[config.mk]
export PLATFORM = sky130hd
export DESIGN_NAME = bss_top
export DESIGN_NICKNAME = d
export VERILOG_FILES = /design/src/core/bss_code_map.v /design/src/core/bss_sp_bank.v /design/src/core/bss_top.v
export VERILOG_INCLUDE_DIRS = /design/src /design/src/common
export SDC_FILE = /design/constraint.sdc
export NUM_CORES = 1
export LEC_CHECK = 0
export ABC_AREA = 1
export BUFFER_PORTS_ARGS = -buffer_cell sky130_fd_sc_hd__buf_2
export CORE_AREA = 2 2 153 155
export CTS_BUF_LIST = sky130_fd_sc_hd__clkbuf_16
export DETAILED_ROUTE_END_ITERATION = 12
export DIE_AREA = 0 0 155 157
export PLACE_DENSITY = 0.6
export SLEW_MARGIN = 30
export SYNTH_ARGS = -nofsm -noshare
export SYNTH_HDL_FRONTEND = slang
export SYNTH_SLANG_ARGS = --single-unit
[constraint.sdc]
create_clock -name core_clk_i -period 3.6 [get_ports core_clk_i]
set_input_delay 0.36 -clock core_clk_i [delete_from_list [all_inputs] [get_ports core_clk_i]]
set_output_delay 0.36 -clock core_clk_i [all_outputs]
set_load 0.01 [all_outputs]
[src/common/bss_defines.vh]
// Constants for the buck set-point selection block.
// Assumes inclusion by bare name from the core files.
`ifndef BSS_DEFINES_VH
`define BSS_DEFINES_VH

// Register word addresses (index times four gives the byte address)
`define BSS_IDX_RUN      8'h35
`define BSS_IDX_STBY     8'h36
`define BSS_IDX_SLEEP    8'h37
`define BSS_IDX_MODE     8'h38
`define BSS_IDX_STATUS   8'h39
`define BSS_ADDR_W       10

// Field layout
`define BSS_SP_W         6
`define BSS_SP_MSB       5
`define BSS_RANGE_BIT    6
`define BSS_CODE_W       7
`define BSS_SP_RST       6'h00
`define BSS_RANGE_DFLT   1'b0

// Operating modes
`define BSS_MODE_W       2
`define BSS_MODE_RUN     2'h0
`define BSS_MODE_STBY    2'h1
`define BSS_MODE_SLEEP   2'h2

// Output voltages in millivolts
`define BSS_MV_W         12
`define BSS_LO_BASE_MV   12'h190
`define BSS_LO_STEP_MV   12'h019
`define BSS_HI_BASE_MV   12'h320
`define BSS_HI_STEP_MV   12'h032
`define BSS_MIN_OK_MV    12'h258

// Status word layout and the edge after release that catches the strap
`define BSS_STAT_MODE_LSB  8
`define BSS_STAT_UNSUP_BIT 16
`define BSS_RANGE_LATCH_AT 2'h2

// AXI responses
`define BSS_RESP_OKAY    2'h0
`define BSS_RESP_SLVERR  2'h2

`endif

[src/core/bss_code_map.v]
// Maps a 7-bit target code to its output voltage in millivolts.
// Assumes code from logic on the same clock; result is registered.
`timescale 1ns/1ps
`default_nettype none
`include "bss_defines.vh"

module bss_code_map (
    input  wire                     core_clk_i,
    input  wire                     srst_i,
    input  wire [`BSS_CODE_W-1:0]   code_i,
    output reg  [`BSS_MV_W-1:0]     mv_o,
    output reg                      unsupported_o
);

    wire [`BSS_MV_W-1:0] step_w;
    wire [`BSS_MV_W-1:0] mv_w;

    assign step_w = {{(`BSS_MV_W-`BSS_SP_W){1'b0}}, code_i[`BSS_SP_MSB:0]};
    // Low range 25 mV steps from 400 mV, high range 50 mV from 800 mV
    assign mv_w = code_i[`BSS_RANGE_BIT] ?
        (`BSS_HI_BASE_MV + step_w * `BSS_HI_STEP_MV) :
        (`BSS_LO_BASE_MV + step_w * `BSS_LO_STEP_MV);

    always @(posedge core_clk_i) begin
        if (srst_i) begin
            mv_o          <= `BSS_LO_BASE_MV;
            unsupported_o <= 1'b1;
        end else begin
            mv_o          <= mv_w;
            // Flags codes software must avoid; 0.6 V or less
            unsupported_o <= (mv_w <= `BSS_MIN_OK_MV);
        end
    end

endmodule // bss_code_map

`default_nettype wire

[src/core/bss_sp_bank.v]
// Small register bank holding the three set-point fields.
// Assumes one write port and one registered read port on core_clk_i.
`timescale 1ns/1ps
`default_nettype none
`include "bss_defines.vh"

module bss_sp_bank (
    input  wire                     core_clk_i,
    input  wire                     srst_i,
    input  wire                     wr_en_i,
    input  wire [1:0]               wr_sel_i,
    input  wire [`BSS_SP_MSB:0]     wr_data_i,
    input  wire [1:0]               rd_sel_i,
    output reg  [`BSS_SP_MSB:0]     rd_data_o,
    output wire [3*`BSS_SP_W-1:0]   all_o
);

    reg [`BSS_SP_MSB:0] sp_q [0:2];
    genvar g;

    generate
        for (g = 0; g < 3; g = g + 1) begin : g_sp
            always @(posedge core_clk_i) begin
                if (srst_i) begin
                    sp_q[g] <= `BSS_SP_RST;
                end else if (wr_en_i && wr_sel_i == g) begin
                    sp_q[g] <= wr_data_i;
                end
            end
            assign all_o[g*`BSS_SP_W +: `BSS_SP_W] = sp_q[g];
        end
    endgenerate

    always @(posedge core_clk_i) begin
        if (srst_i) begin
            rd_data_o <= `BSS_SP_RST;
        end else if (rd_sel_i < 2'h3) begin
            rd_data_o <= sp_q[rd_sel_i];
        end else begin
            rd_data_o <= `BSS_SP_RST;
        end
    end

endmodule // bss_sp_bank

`default_nettype wire

[src/core/bss_top.v]
// Set-point selection for one buck regulator, AXI4-Lite register slave.
// Assumes one 20 MHz clock, synchronous reset, range strap held stable.
//
// The AXI4-Lite register port and the address map are this design's own decisions.
`timescale 1ns/1ps
`default_nettype none
`include "bss_defines.vh"

module bss_top (
    input  wire                     core_clk_i,
    input  wire                     srst_i,
    input  wire                     range_strap_i,
    input  wire [`BSS_MODE_W-1:0]   mode_pin_i,
    input  wire                     mode_pin_en_i,
    input  wire [31:0]              s_axi_awaddr,
    input  wire                     s_axi_awvalid,
    output reg                      s_axi_awready,
    input  wire [31:0]              s_axi_wdata,
    input  wire [3:0]               s_axi_wstrb,
    input  wire                     s_axi_wvalid,
    output reg                      s_axi_wready,
    output reg  [1:0]               s_axi_bresp,
    output reg                      s_axi_bvalid,
    input  wire                     s_axi_bready,
    input  wire [31:0]              s_axi_araddr,
    input  wire                     s_axi_arvalid,
    output reg                      s_axi_arready,
    output reg  [31:0]              s_axi_rdata,
    output reg  [1:0]               s_axi_rresp,
    output reg                      s_axi_rvalid,
    input  wire                     s_axi_rready,
    output reg  [`BSS_CODE_W-1:0]   target_code_o,
    output reg  [`BSS_MV_W-1:0]     target_mv_o,
    output reg                      target_unsupported_o
);

    ////////////////////////////////////////////////////////////////////////
    // Address decode, shared by both bus channels
    localparam [2:0] SEL_RUN    = 3'h0;
    localparam [2:0] SEL_STBY   = 3'h1;
    localparam [2:0] SEL_SLEEP  = 3'h2;
    localparam [2:0] SEL_MODE   = 3'h3;
    localparam [2:0] SEL_STATUS = 3'h4;
    localparam [2:0] SEL_NONE   = 3'h7;

    function [2:0] dec;
        input [31:0] addr;
        begin
            if (addr[31:`BSS_ADDR_W] != 0 || addr[1:0] != 2'h0) begin
                dec = SEL_NONE;
            end else if (addr[`BSS_ADDR_W-1:2] == `BSS_IDX_RUN) begin
                dec = SEL_RUN;
            end else if (addr[`BSS_ADDR_W-1:2] == `BSS_IDX_STBY) begin
                dec = SEL_STBY;
            end else if (addr[`BSS_ADDR_W-1:2] == `BSS_IDX_SLEEP) begin
                dec = SEL_SLEEP;
            end else if (addr[`BSS_ADDR_W-1:2] == `BSS_IDX_MODE) begin
                dec = SEL_MODE;
            end else if (addr[`BSS_ADDR_W-1:2] == `BSS_IDX_STATUS) begin
                dec = SEL_STATUS;
            end else begin
                dec = SEL_NONE;
            end
        end
    endfunction

    ////////////////////////////////////////////////////////////////////////
    // Pin synchronisers for strap and mode pins
    reg                    strap_s1_q;
    reg                    strap_s2_q;
    reg [`BSS_MODE_W-1:0]  mpin_s1_q;
    reg [`BSS_MODE_W-1:0]  mpin_s2_q;
    reg                    men_s1_q;
    reg                    men_s2_q;
    reg [`BSS_MODE_W-1:0]  mpin_s3_q;
    reg [`BSS_MODE_W-1:0]  mpin_q;

    always @(posedge core_clk_i) begin
        strap_s1_q <= range_strap_i;
        strap_s2_q <= strap_s1_q;
        mpin_s1_q  <= mode_pin_i;
        mpin_s2_q  <= mpin_s1_q;
        mpin_s3_q  <= mpin_s2_q;
        men_s1_q   <= mode_pin_en_i;
        men_s2_q   <= men_s1_q;
    end

    // The two pin bits may land on different edges; a pin mode is only
    // taken once it reads the same twice, so no transient mode leaks out
    always @(posedge core_clk_i) begin
        if (srst_i) begin
            mpin_q <= `BSS_MODE_RUN;
        end else if (mpin_s2_q == mpin_s3_q) begin
            mpin_q <= mpin_s3_q;
        end
    end

    ////////////////////////////////////////////////////////////////////////
    // Range bit: caught once after reset release, then frozen
    reg range_q;
    reg range_cnt_q;
    reg [1:0] latch_cnt_q;

    // The strap needs two edges to reach the second stage after release
    always @(posedge core_clk_i) begin
        if (srst_i) begin
            range_q     <= `BSS_RANGE_DFLT;
            latch_cnt_q <= 2'h0;
            range_cnt_q <= 1'b0;
        end else if (!range_cnt_q) begin
            latch_cnt_q <= latch_cnt_q + 2'h1;
            if (latch_cnt_q == `BSS_RANGE_LATCH_AT) begin
                range_q     <= strap_s2_q;
                range_cnt_q <= 1'b1;
            end
        end
    end

    ////////////////////////////////////////////////////////////////////////
    // Mode register written by software, overridable by synced pins
    reg  [`BSS_MODE_W-1:0] mode_sw_q;
    wire [`BSS_MODE_W-1:0] mode_eff_w;

    assign mode_eff_w = men_s2_q ? mpin_q : mode_sw_q;

    ////////////////////////////////////////////////////////////////////////
    // Write channel: address and data accepted in either order
    reg        aw_held_q;
    reg        w_held_q;
    reg [31:0] aw_addr_q;
    reg [31:0] w_data_q;
    reg [3:0]  w_strb_q;
    wire       aw_take_w;
    wire       w_take_w;
    wire       wr_go_w;
    wire [31:0] wr_addr_w;
    wire [31:0] wr_data_w;
    wire [3:0]  wr_strb_w;
    wire [2:0]  wr_sel_w;

    assign aw_take_w = s_axi_awvalid && s_axi_awready;
    assign w_take_w  = s_axi_wvalid && s_axi_wready;
    assign wr_addr_w = aw_held_q ? aw_addr_q : s_axi_awaddr;
    assign wr_data_w = w_held_q ? w_data_q : s_axi_wdata;
    assign wr_strb_w = w_held_q ? w_strb_q : s_axi_wstrb;
    assign wr_go_w   = (aw_held_q || aw_take_w) && (w_held_q || w_take_w);
    assign wr_sel_w  = dec(wr_addr_w);

    always @(posedge core_clk_i) begin
        if (srst_i) begin
            s_axi_awready <= 1'b0;
            s_axi_wready  <= 1'b0;
            s_axi_bvalid  <= 1'b0;
            s_axi_bresp   <= `BSS_RESP_OKAY;
            aw_held_q     <= 1'b0;
            w_held_q      <= 1'b0;
            aw_addr_q     <= 32'h0000_0000;
            w_data_q      <= 32'h0000_0000;
            w_strb_q      <= 4'h0;
            mode_sw_q     <= `BSS_MODE_RUN;
        end else begin
            s_axi_awready <= !s_axi_bvalid && !aw_held_q && !aw_take_w;
            s_axi_wready  <= !s_axi_bvalid && !w_held_q && !w_take_w;
            if (aw_take_w && !wr_go_w) begin
                aw_held_q <= 1'b1;
                aw_addr_q <= s_axi_awaddr;
            end
            if (w_take_w && !wr_go_w) begin
                w_held_q <= 1'b1;
                w_data_q <= s_axi_wdata;
                w_strb_q <= s_axi_wstrb;
            end
            if (wr_go_w) begin
                aw_held_q     <= 1'b0;
                w_held_q      <= 1'b0;
                s_axi_awready <= 1'b0;
                s_axi_wready  <= 1'b0;
                s_axi_bvalid  <= 1'b1;
                // Range bit writes are silently dropped, not an error
                s_axi_bresp   <= (wr_sel_w == SEL_NONE) ?
                                 `BSS_RESP_SLVERR : `BSS_RESP_OKAY;
                if (wr_sel_w == SEL_MODE && wr_strb_w[0]) begin
                    mode_sw_q <= wr_data_w[`BSS_MODE_W-1:0];
                end
            end else if (s_axi_bvalid && s_axi_bready) begin
                s_axi_bvalid  <= 1'b0;
                s_axi_awready <= !aw_held_q;
                s_axi_wready  <= !w_held_q;
            end
        end
    end

    ////////////////////////////////////////////////////////////////////////
    // Set-point bank and read channel
    wire                   bank_wr_w;
    wire [`BSS_SP_MSB:0]   bank_rd_w;
    wire [3*`BSS_SP_W-1:0] bank_all_w;
    wire                   ar_take_w;
    wire [2:0]             ar_sel_w;
    wire [1:0]             rd_bank_sel_w;
    reg  [2:0]             rd_sel_q;
    reg                    rd_pend_q;

    // Only bits 5:0 are writable; bit 6 stays with the strap
    assign bank_wr_w = wr_go_w && wr_strb_w[0] &&
                       (wr_sel_w <= SEL_SLEEP);
    assign ar_take_w = s_axi_arvalid && s_axi_arready;
    assign ar_sel_w  = dec(s_axi_araddr);
    // Bank select goes out in the taking cycle, so its registered word
    // is already there on the edge that loads rdata
    assign rd_bank_sel_w = (ar_take_w && ar_sel_w <= SEL_SLEEP) ?
                           ar_sel_w[1:0] : 2'h0;

    bss_sp_bank u_bank (
        .core_clk_i (core_clk_i),
        .srst_i     (srst_i),
        .wr_en_i    (bank_wr_w),
        .wr_sel_i   (wr_sel_w[1:0]),
        .wr_data_i  (wr_data_w[`BSS_SP_MSB:0]),
        .rd_sel_i   (rd_bank_sel_w),
        .rd_data_o  (bank_rd_w),
        .all_o      (bank_all_w)
    );

    // Answer stands two edges after the address is taken
    always @(posedge core_clk_i) begin
        if (srst_i) begin
            s_axi_arready <= 1'b0;
            s_axi_rvalid  <= 1'b0;
            s_axi_rdata   <= 32'h0000_0000;
            s_axi_rresp   <= `BSS_RESP_OKAY;
            rd_sel_q      <= SEL_NONE;
            rd_pend_q     <= 1'b0;
        end else begin
            s_axi_arready <= !s_axi_rvalid && !rd_pend_q && !s_axi_arready;
            if (ar_take_w) begin
                s_axi_arready <= 1'b0;
                rd_sel_q      <= ar_sel_w;
                rd_pend_q     <= 1'b1;
            end else if (rd_pend_q) begin
                rd_pend_q    <= 1'b0;
                s_axi_rvalid <= 1'b1;
                s_axi_rresp  <= `BSS_RESP_OKAY;
                s_axi_rdata  <= 32'h0000_0000;
                if (rd_sel_q <= SEL_SLEEP) begin
                    // Every mode shows the same range bit
                    s_axi_rdata[`BSS_CODE_W-1:0] <= {range_q, bank_rd_w};
                end else if (rd_sel_q == SEL_MODE) begin
                    s_axi_rdata[`BSS_MODE_W-1:0] <= mode_sw_q;
                end else if (rd_sel_q == SEL_STATUS) begin
                    s_axi_rdata[`BSS_CODE_W-1:0] <= target_code_o;
                    s_axi_rdata[`BSS_STAT_MODE_LSB +: `BSS_MODE_W] <=
                        mode_eff_w;
                    s_axi_rdata[`BSS_STAT_UNSUP_BIT] <= target_unsupported_o;
                end else begin
                    s_axi_rresp <= `BSS_RESP_SLVERR;
                end
            end else if (s_axi_rvalid && s_axi_rready) begin
                s_axi_rvalid  <= 1'b0;
                s_axi_arready <= 1'b1;
            end
        end
    end

    ////////////////////////////////////////////////////////////////////////
    // Active target code and its voltage
    reg  [`BSS_SP_MSB:0]   act_sp_w;
    wire [`BSS_MV_W-1:0]   map_mv_w;
    wire                   map_bad_w;
    reg  [`BSS_CODE_W-1:0] code_q;

    always @* begin
        case (mode_eff_w)
            `BSS_MODE_STBY:  act_sp_w = bank_all_w[1*`BSS_SP_W +: `BSS_SP_W];
            `BSS_MODE_SLEEP: act_sp_w = bank_all_w[2*`BSS_SP_W +: `BSS_SP_W];
            default:         act_sp_w = bank_all_w[0 +: `BSS_SP_W];
        endcase
    end

    always @(posedge core_clk_i) begin
        if (srst_i) begin
            code_q        <= {`BSS_CODE_W{1'b0}};
            target_code_o <= {`BSS_CODE_W{1'b0}};
        end else begin
            code_q        <= {range_q, act_sp_w};
            target_code_o <= code_q;
        end
    end

    bss_code_map u_map (
        .core_clk_i    (core_clk_i),
        .srst_i        (srst_i),
        .code_i        (code_q),
        .mv_o          (map_mv_w),
        .unsupported_o (map_bad_w)
    );

    always @(posedge core_clk_i) begin
        if (srst_i) begin
            target_mv_o          <= `BSS_LO_BASE_MV;
            target_unsupported_o <= 1'b1;
        end else begin
            target_mv_o          <= map_mv_w;
            target_unsupported_o <= map_bad_w;
        end
    end

endmodule // bss_top

`default_nettype wire

==> reports/metrics.csv, run 1 <==
metric,value,unit
Site Rows,55,
CP dominant cell by count,nand2_1,
Hold Path Class,in2reg,
wl on met1,7460,µm
Clock Tree Buf Depth,2,
Final Cell Area,8110,µm²
gr ovfl total,0,
CORE AREA,22500,µm²
initial DRC count,299,
synth warn,0,
fin nets,1148,
vias in the first global route,5415,
layout cell share with drive strength beyond 1,17.7,%
TritonCTS sink count,144,
First-pass DRT Iterations,5,
Die Wd,155,µm
Max stage delay on crit path,0.58,ns
Post-synth EDFFs,18,
Antenna Violating Nets Remaining,0,
Routed met3 length,889,µm
Max H-tree Level,4,
crit start category,flip-flop,
Post-synth ARST share,0,%
status,finished clean,
CTS buffer count,17,
clk_lat worst skew,0.42,ns
DP HPWL,11100,µm
CTS tree,yes,
R2R Path Start,code_q[1]$_SDFF_PP0_,
CP required,3.95,ns
leak pwr,3.90,nW
sequential share of the synthesized area,45.7,%
synthesized cell area,6700,µm²
final hold vios,0,
FF-to-FF setup slack,0.64,ns
"Critical Path, Cell by Cell",ha_1 > ha_1 > ha_1 > fa_1 > ha_1 > nand3_1 > nand2_1 > nand2_1 > o21ai_0 > nor2_1 > a21oi_1 > nand2_1 > nand2_1 > nand2_1 > nor2_1,
die height,157,µm
wire length on met2,6610,µm
Initial Util,29.8,%
max-cap viol count,0,
final period utilization,82.3,%
syn avg cell area,7.50,µm²
Synth Instances,893,
placed instance count,1275,
Crit. Startpoint,code_q[1]$_SDFF_PP0_,
Vias/cell,4.44,
critical path class,reg2reg,
Pwr Total,4.39,mW
#FFs+latches synth,144,
r2r endpoint,u_map.unsupported_o$_SDFF_PP1_,
count of cell types in the netlist,41,
WL/cell,11.6,µm
drt drc,0,
post_cts resized,0,
worst-path fanout max,4,
# setup viols final,0,
DR top layer,met5,
"Hold-fix buffers, CTS",0,
die area,24300,µm²
reg2reg path depth,15,
Critical Path AT,3.32,ns
total number of vias,5801,
initial antenna violation count,3,
RSZ-0062 raised after global routing,false,
clock root cell,clkbuf_16,
postcts setup bufs,0,
Rel. slew slack,40.6,%
endpoint class of the critical path,flip-flop,
Hold Path Cell Cnt,1,
final slew viol count,0,
WL final,15200,µm
pin count of the biggest net entering global routing,48,
placed cell area,7480,µm²
actual slew at the worst max-slew pin,0.886,ns
Final min period,2.96,ns
Max Freq,338,MHz
Worst Hold Launch,mode_pin_i[0],
Routability Congestion,0.816,
pre-CTS WS,0.679,ns
top_reg_cell synth,dfxtp_1,
Setup TNS,0,ns
clock transition at the registers of the reported paths,0.06,ns
All-Layer GR Usage,12.9,%
Cell Pwr Density,542,nW/µm²
peak supply drop,311,µV
first-pass GRT wire length,25300,µm
Post-Layout Cell Count,1308,
IO Pins,172,
Final WS setup,0.638,ns
worst hold endpoint,mpin_s1_q[0]$_DFF_P_,
Buffers on Ports,118,
Area Growth Syn to Fin,21.1,%
Crit-path slowest cell,fa_1,
Fin Clk Skew,0.00743,ns
==> where the power goes <==
| part | switching [mW] | internal, mW |
|---|---|---|
| sequential | 0.0713 | 1.78 |
| combinational | 0.438 | 0.258 |
| clock | 0.706 | 1.14 |
| total | 1.21 | 3.18 |
==> cells in the final DEF (no fill, tap or decap), types with 18 or more instances in the layout <==
| cell | n |
|---|---|
| a21oi_1 | 44 |
| buf_2 | 118 |
| dfxtp_1 | 126 |
| ha_1 | 27 |
| nand4_1 | 27 |
| edfxtp_1 | 18 |
| o21ai_0 | 68 |
| nand2_1 | 163 |
| inv_1 | 106 |
| clkbuf_16 | 20 |
| nor2_1 | 165 |
| conb_1 | 24 |
| nand3_1 | 44 |
==> sequential cells by signal, summed over array words and instances, names as in the netlist, 2 cells and up <==
name              cells
u_bank.sp_q          18
u_bank.rd_data_o      6
code_q                7
mpin_s1_q             2
mpin_s2_q             2
target_mv_o          12
target_code_o         7
mpin_s3_q             2
w_data_q              6
latch_cnt_q           2
s_axi_rdata          10
u_map.mv_o           12
rd_sel_q              3
mode_sw_q             2
aw_addr_q            32
mpin_q                2
==> through the flow <==
stage,utilization (%),hold WS [ns]
finish,36.0,0.0410
global route,36.0,0.0227
CTS,36.0,0.0237
detailed placement,33.2,0.314
global placement,33.2,0.311
floorplan,-,0.310
==> final cells by class <==
type / instances / area (µm²)
multi-input cells: 612 / 3000
fillers: 2374 / 14400
repair buffers: 124 / 636
clock inverters: 12 / 128
flip-flops and latches: 144 / 3060
clock buffers: 20 / 500
well taps: 285 / 357
diodes: 1 / 2.50
inverters: 110 / 420
==> layer usage <==
layer  global-route usage [%]  up-vias
li1                         -     3071
met1                     16.6     2542
met2                     20.7      160
met3                     3.77       24
met4                     4.63        4
met5                        0        -
==> how the worst max path moves through the flow <==
stage / end / slack [ns] / cells past startpoint
after floorplan: u_map.unsupported_o$_SDFF_PP1_ / 0.88 / 14
after global placement: u_map.unsupported_o$_SDFF_PP1_ / 0.64 / 14
after detailed placement: u_map.unsupported_o$_SDFF_PP1_ / 0.68 / 14
after CTS: u_map.unsupported_o$_SDFF_PP1_ / 0.65 / 14
after global routing: u_map.unsupported_o$_SDFF_PP1_ / 0.39 / 17
final: u_map.unsupported_o$_SDFF_PP1_ / 0.64 / 15
==> kinds of logic (layout without fill, tap and decap cells) <==
| logic type | after synthesis | count (layout) | share of synthesized area, % |
|---|---|---|---|
| fa+ha+maj | 28 | 28 | 5.34 |
| compound gates | 133 | 133 | 10.9 |
| xor+xnor | 1 | 1 | 0.131 |
| buf+inv | 160 | 266 | 10.7 |
| simple gates | 426 | 426 | 27.2 |
| other cells | 1 | 25 | 0.0560 |
| flops | 144 | 144 | 45.7 |
==> critical path: cells and delay by family (launching register included) <==
family          cells  cell delay [ns]
compound gates      2             0.24
fa+ha+maj           5             1.67
flops               1             0.34
simple gates        8             0.64
==> cell usage after synthesis (all sizes together) (2+ instances only) <==
library cell / number / area share [%]
nor2: 168 / 9.5
nand2: 167 / 9.5
dfxtp: 126 / 38
inv: 108 / 6.2
o21ai: 72 / 5.7
nand3: 46 / 3.6
a21oi: 44 / 3.3
buf: 30 / 3.3
ha: 27 / 5.0
nand4: 27 / 2.5
clkbuf: 20 / 1.1
edfxtp: 18 / 8.1
nor3: 8 / 1.0
or2: 7 / 0.65
a31oi: 6 / 0.56
o22ai: 3 / 0.28
a2111oi: 2 / 0.26
a22oi: 2 / 0.22
clkinv: 2 / 0.11
o221ai: 2 / 0.26
Power figures use the tool's default switching activity.
==> inputs of run 2 (changes only) <==
--- a/config.mk
+++ b/config.mk
@@ -12,7 +12,7 @@
 export CTS_BUF_LIST = sky130_fd_sc_hd__clkbuf_16
 export DETAILED_ROUTE_END_ITERATION = 12
 export DIE_AREA = 0 0 155 157
-export PLACE_DENSITY = 0.6
+export PLACE_DENSITY = 0.61
 export SLEW_MARGIN = 30
 export SYNTH_ARGS = -nofsm -noshare
 export SYNTH_HDL_FRONTEND = slang
==> constraint.sdc (replaced) <==
create_clock -name core_clk_i -period 2.5 [get_ports core_clk_i]
set_input_delay 0.25 -clock core_clk_i [delete_from_list [all_inputs] [get_ports core_clk_i]]
set_output_delay 0.25 -clock core_clk_i [all_outputs]
set_load 0.01 [all_outputs]
==> run 2 against run 1 <==
  * Via count is 2.7% higher
  * Global-route usage is 0.25 points higher
  * The run now ends with negative setup slack left
  * Largest power group unchanged
  * Combinational power increased by 93%
==> reports/metrics.csv, run 2 (same netlist as run 1, synthesis figures left out) <==
metric,value,unit
clock transition at the registers of the reported paths,0.06,ns
Setup TNS,-0.102,ns
Rel. slew slack,56.3,%
placed instance count,1297,
first-pass GRT wire length,25700,µm
endpoint class of the critical path,flip-flop,
Crit-path slowest cell,dfxtp_4,
DP HPWL,11400,µm
WL/cell,11.7,µm
Max Freq,390,MHz
Buffers on Ports,118,
Cell Pwr Density,751,nW/µm²
Post-Layout Cell Count,1338,
Fin Clk Skew,0.00940,ns
Top Family by Delay on Critical Path,adder cells,
gr ovfl total,0,
Largest regs,"aw_addr_q: 32 flops, u_bank.sp_q: 18 flops",
Die Wd,155,µm
RSZ-0062 raised after global routing,true,
Antenna Violating Nets Remaining,0,
Vias/cell,4.45,
"Critical Path, Cell by Cell",buf_4 > ha_4 > ha_4 > ha_4 > ha_4 > nand2_1 > nor2_2 > nand2_2 > nand3_2 > nand2_1 > nand2_2 > nand2_1 > nand3_1 > nand2_1 > buf_4 > buf_4,
WL final,15600,µm
Hold Path Class,in2reg,
actual slew at the worst max-slew pin,0.655,ns
Final WS setup,-0.0656,ns
final hold vios,0,
Antenna diodes,0,
total number of vias,5956,
layout cell share with drive strength beyond 1,25.3,%
max-cap viol count,0,
fin nets,1179,
wl on met1,7520,µm
die height,157,µm
CORE AREA,22500,µm²
CTS buffer count,17,
Site Rows,55,
First-pass DRT Iterations,5,
crit start category,flip-flop,
# setup viols final,2,
critical path class,reg2reg,
final period utilization,103,%
DR top layer,met4,
clock root cell,clkbuf_16,
status,"complete, but fails checks",
Multi-input gate area,3340,µm²
peak supply drop,403,µV
die area,24300,µm²
Critical Path AT,2.89,ns
vias in the first global route,5556,
Max H-tree Level,4,
drt drc,0,
fill count,2292,
pre-CTS WS,-0.185,ns
CTS tree,yes,
"most common cell after layout, fill and taps aside",nor2_1,
Max stage delay on crit path,0.36,ns
Final min period,2.57,ns
CP Buf/Inv Count,3,
All-Layer GR Usage,13.2,%
Clock Tree Buf Depth,2,
CP required,2.82,ns
Area Growth Syn to Fin,29.1,%
Storage cell area,3080,µm²
IO Pins,172,
register with the most flip-flops,aw_addr_q,
Largest register FFs,32,
worst-path fanout max,6,
initial antenna violation count,0,
pin count of the biggest net entering global routing,48,
TritonCTS sink count,144,
most frequent cells in the layout,"nor2_1 (160), nand2_1 (149), dfxtp_1 (121)",
Hold WS,0.0541,ns
Routed met3 length,854,µm
wire length on met2,6950,µm
Initial Util,29.8,%
failing checks,negative setup slack,
leak pwr,4.02,nW
initial DRC count,263,
Routability Congestion,0.789,
clk_lat worst skew,0.43,ns
final slew viol count,0,
-- run 2: routing by layer --
layer	GRT usage, %	vias to the layer above
met3	3.55	30
met2	21.5	160
li1	-	3136
met5	0	-
met4	5.42	0
met1	16.5	2630
-- run 2: report_power, final --
group | switching [mW] | total, mW | internal [mW]
sequential | 0.108 | 2.67 | 2.56
clock | 1.03 | 2.49 | 1.46
combinational | 0.748 | 1.34 | 0.591
-- run 2: path summary, 6_finish.rpt --
| path | from | endpoint | slack [ns] | cells after the start |
|---|---|---|---|---|
| setup / recovery | code_q[4]$_SDFF_PP0_ | u_map.mv_o[9]$_SDFF_PP0_ | -0.07 | 16 |
| hold / removal | s_axi_awaddr[7] | aw_addr_q[7]$_SDFFE_PP0P_ | 0.05 | 3 |
| setup reg to reg | code_q[4]$_SDFF_PP0_ | u_map.mv_o[9]$_SDFF_PP0_ | -0.07 | 16 |
| hold reg to reg | mpin_s1_q[1]$_DFF_P_ | mpin_s2_q[1]$_DFF_P_ | 0.33 | 0 |
-- run 2: final cells by class --
type                    count  area share [%]
well taps                 285            4.12
clock buffers              17            4.92
inverters                 110            4.86
repair buffers            155            10.2
clock inverters            15            1.68
multi-input cells         612            38.6
flip-flops and latches    144            35.6
-- run 2: worst min-delay path, stage by stage --
cell and delay [ns]:
buf_2 0.09, nor2_1 0.04, nor2_1 0.08
-- run 2: what timing repair did --
action                                 CTS  global route
setup buffers                            1             4
setup endpoints to repair                5             7
endpoints found under the hold margin    4             0
cloned                                   0             0
pin swaps                                6            10
hold buffers                             4             0
resized for setup                       22            32
-- run 2: per-stage QoR --
| stage | utilization, % | power (mW) | area (µm²) |
|---|---|---|---|
| 5_1_grt | 38.4 | 6.86 | 8650 |
| 4_1_cts | 37.7 | 6.47 | 8490 |
| 3_5_place_dp | 34.4 | 3.87 | 7740 |
| 6_report | 38.4 | 6.49 | 8650 |
| 3_3_place_gp | 34.4 | 3.86 | 7740 |
| 2_1_floorplan | - | 3.50 | 6880 |
==> inputs of run 3 (changes only) <==
--- a/config.mk
+++ b/config.mk
@@ -6,12 +6,11 @@
 export SDC_FILE = /design/constraint.sdc
 export NUM_CORES = 1
 export LEC_CHECK = 0
-export ABC_AREA = 1
 export BUFFER_PORTS_ARGS = -buffer_cell sky130_fd_sc_hd__buf_2
-export CORE_AREA = 2 2 153 155
+export CORE_AREA = 2 2 152 154
 export CTS_BUF_LIST = sky130_fd_sc_hd__clkbuf_16
 export DETAILED_ROUTE_END_ITERATION = 12
-export DIE_AREA = 0 0 155 157
+export DIE_AREA = 0 0 154 156
 export PLACE_DENSITY = 0.61
 export SLEW_MARGIN = 30
 export SYNTH_ARGS = -nofsm -noshare
==> run 3 against run 2 <==
  * The run still ends with negative setup slack left
  * Die area down 1.3%
  * Sequential power down 3%
  * Final cell count down 13%
  * Clock skew about the same
  * Clock power down 6%
  * Critical path depth down 5
  * Wire length down 3.1%
  * Register-to-register slack worse by 0.37 ns
  * Synthesized cell count down 21%
  * Count of clock-buffer cells in the layout unchanged
==> reports/metrics.csv, run 3 <==
metric,value,unit
All-Layer GR Usage,13.0,%
final slew viol count,0,
cell taking the most area after synthesis,dfxtp_1,
initial DRC count,226,
top_reg_cell synth,dfxtp_1,
DP HPWL,11300,µm
CP required,2.81,ns
crit start category,flip-flop,
Pwr Total,5.89,mW
failing checks,negative setup slack,
synth warn,0,
# setup viols final,6,
Critical Path AT,3.25,ns
TritonCTS sink count,144,
count of cell types in the netlist,69,
leak pwr,3.53,nW
critical path class,reg2reg,
clock root cell,clkbuf_16,
pre-CTS WS,-0.461,ns
Hold Path Class,in2reg,
RSZ-0062 raised after global routing,true,
final period utilization,118,%
Rel. slew slack,64.3,%
actual slew at the worst max-slew pin,0.532,ns
total number of vias,5292,
layout cell share with drive strength beyond 1,31.6,%
Largest regs,"aw_addr_q: 32 flops, u_bank.sp_q: 18 flops",
endpoint class of the critical path,flip-flop,
Fin Clk Skew,0.00963,ns
Die Wd,154,µm
synth cell count leaders,"dfxtp_1 (126), nand2_1 (87), nor2_1 (81)",
Initial Util,29.5,%
Post-synth EDFFs,18,
CTS buffer count,17,
CORE AREA,22400,µm²
Routability Congestion,0.756,
clock transition at the registers of the reported paths,0.07,ns
Clock Tree Buf Depth,2,
peak supply drop,352,µV
die area,24000,µm²
WL final,15100,µm
vias in the first global route,5198,
Max H-tree Level,4,
Cell Pwr Density,675,nW/µm²
Synth Instances,707,
max-cap viol count,0,
initial antenna violation count,0,
WL/cell,13.0,µm
"most common cell after layout, fill and taps aside",dfxtp_1,
Final min period,2.94,ns
most frequent cells in the layout,"dfxtp_1 (121), buf_2 (117), nand2_1 (87)",
synthesized cell area,6610,µm²
Antenna diodes,0,
fill count,2199,
sequential share of the synthesized area,46.4,%
Buffers on Ports,118,
IO Pins,172,
register with the most flip-flops,aw_addr_q,
final hold vios,0,
CTS tree,yes,
fin nets,1005,
gr ovfl total,0,
die height,156,µm
Vias/cell,4.55,
Largest register FFs,32,
Post-synth ARST share,0,%
clk_lat worst skew,0.42,ns
status,"complete, but fails checks",
Area Growth Syn to Fin,32.1,%
Storage cell area,3080,µm²
first-pass GRT wire length,25200,µm
drt drc,0,
worst-path fanout max,4,
Antenna Violating Nets Remaining,0,
Site Rows,55,
Setup TNS,-1.82,ns
Max Freq,340,MHz
#FFs+latches synth,144,
ranking of synthesized cells by area,"dfxtp_1 (38%), edfxtp_1 (8.2%), ha_1 (5.1%)",
Multi-input gate area,3670,µm²
Final WS setup,-0.438,ns
Synth top area share,38.2,%
"count leader, synth",dfxtp_1,
First-pass DRT Iterations,4,
pin count of the biggest net entering global routing,112,
syn avg cell area,9.34,µm²
-- run 3: changes by cell type after synthesis, moves of 15 or more --
cell / before / now
inv_1: 106 / 15
nor2_1: 165 / 81
nand2_1: 163 / 87
o21ai_0: 68 / 15
nand3_1: 44 / 6
mux2i_1: 0 / 27
nor2b_1: 0 / 24
nand4_1: 27 / 4
and2_1: 0 / 20
a21oi_1: 44 / 59
-- run 3: layer usage --
metal / part of all wire [%] / GRT usage [%] / up-vias
met5: 0 / 0 / -
met3: 4.2 / 3.14 / 15
li1: - / - / 2738
met2: 48 / 22.4 / 125
met1: 46 / 15.9 / 2414
met4: 1.4 / 4.36 / 0
-- run 3: cells by family (layout without fill, tap and decap cells) --
family	count (synthesis)	after routing	share of synthesized area [%]
buf+inv	68	217	5.53
mux	32	32	5.11
compound gates	132	132	13.8
flops	144	144	46.4
simple gates	294	294	22.7
xor+xnor	8	8	1.06
fa+ha+maj	28	28	5.42
other cells	1	24	0.0568
-- run 3: final timing paths --
| check | startpoint | endpoint | slack [ns] | cells past startpoint |
|---|---|---|---|---|
| setup / recovery | code_q[1]$_SDFF_PP0_ | u_map.unsupported_o$_SDFF_PP1_ | -0.44 | 11 |
| hold / removal | s_axi_awaddr[7] | aw_addr_q[7]$_SDFFE_PP0P_ | 0.07 | 3 |
| setup reg to reg | code_q[1]$_SDFF_PP0_ | u_map.unsupported_o$_SDFF_PP1_ | -0.44 | 11 |
| hold reg to reg | mpin_s1_q[1]$_DFF_P_ | mpin_s2_q[1]$_DFF_P_ | 0.33 | 0 |
-- run 3: cell type report --
type                       count  area share, %
clock buffer                  17           4.88
clock inverter                15           1.39
inverter                      15          0.645
multi-input combinational    518           42.1
sequential                   144           35.3
tap                          285           4.09
timing repair buffer         170           11.7
-- run 3: power by group --
part           switching [mW]  internal, mW  leakage [nW]
Sequential             0.0879          2.50          1.22
Clock                    1.04          1.30         0.270
Combinational           0.490         0.477          2.04
-- run 3: timing repair --
action	4_1_cts	5_1_grt
endpoints found under the setup margin	7	25
endpoints found under the hold margin	4	0
pin swaps	15	11
buffers inserted	2	2
hold buffers	4	0
resized for setup	23	10
-- run 3: critical path, stage by stage, from the launching register on --
cell and delay, ns:
dfxtp_4 0.36, ha_4 0.25, ha_4 0.27, ha_4 0.21
fa_2 0.42, a211oi_4 0.29, o21bai_1 0.12, a21oi_2 0.18
xnor2_2 0.17, mux2i_1 0.24, a32oi_1 0.11, o211a_1 0.23
-- run 3: through the flow --
stage | util (%) | hold WS, ns | area, µm² | cells
5_1_grt | 39.0 | 0.0704 | 8730 | 1164
3_5_place_dp | 35.5 | 0.312 | 7940 | 1124
3_3_place_gp | 35.5 | 0.312 | 7940 | 1124
6_report | 39.0 | 0.0715 | 8730 | 1164
4_1_cts | 38.8 | 0.0572 | 8670 | 1162
2_1_floorplan | - | 0.278 | 6960 | 730
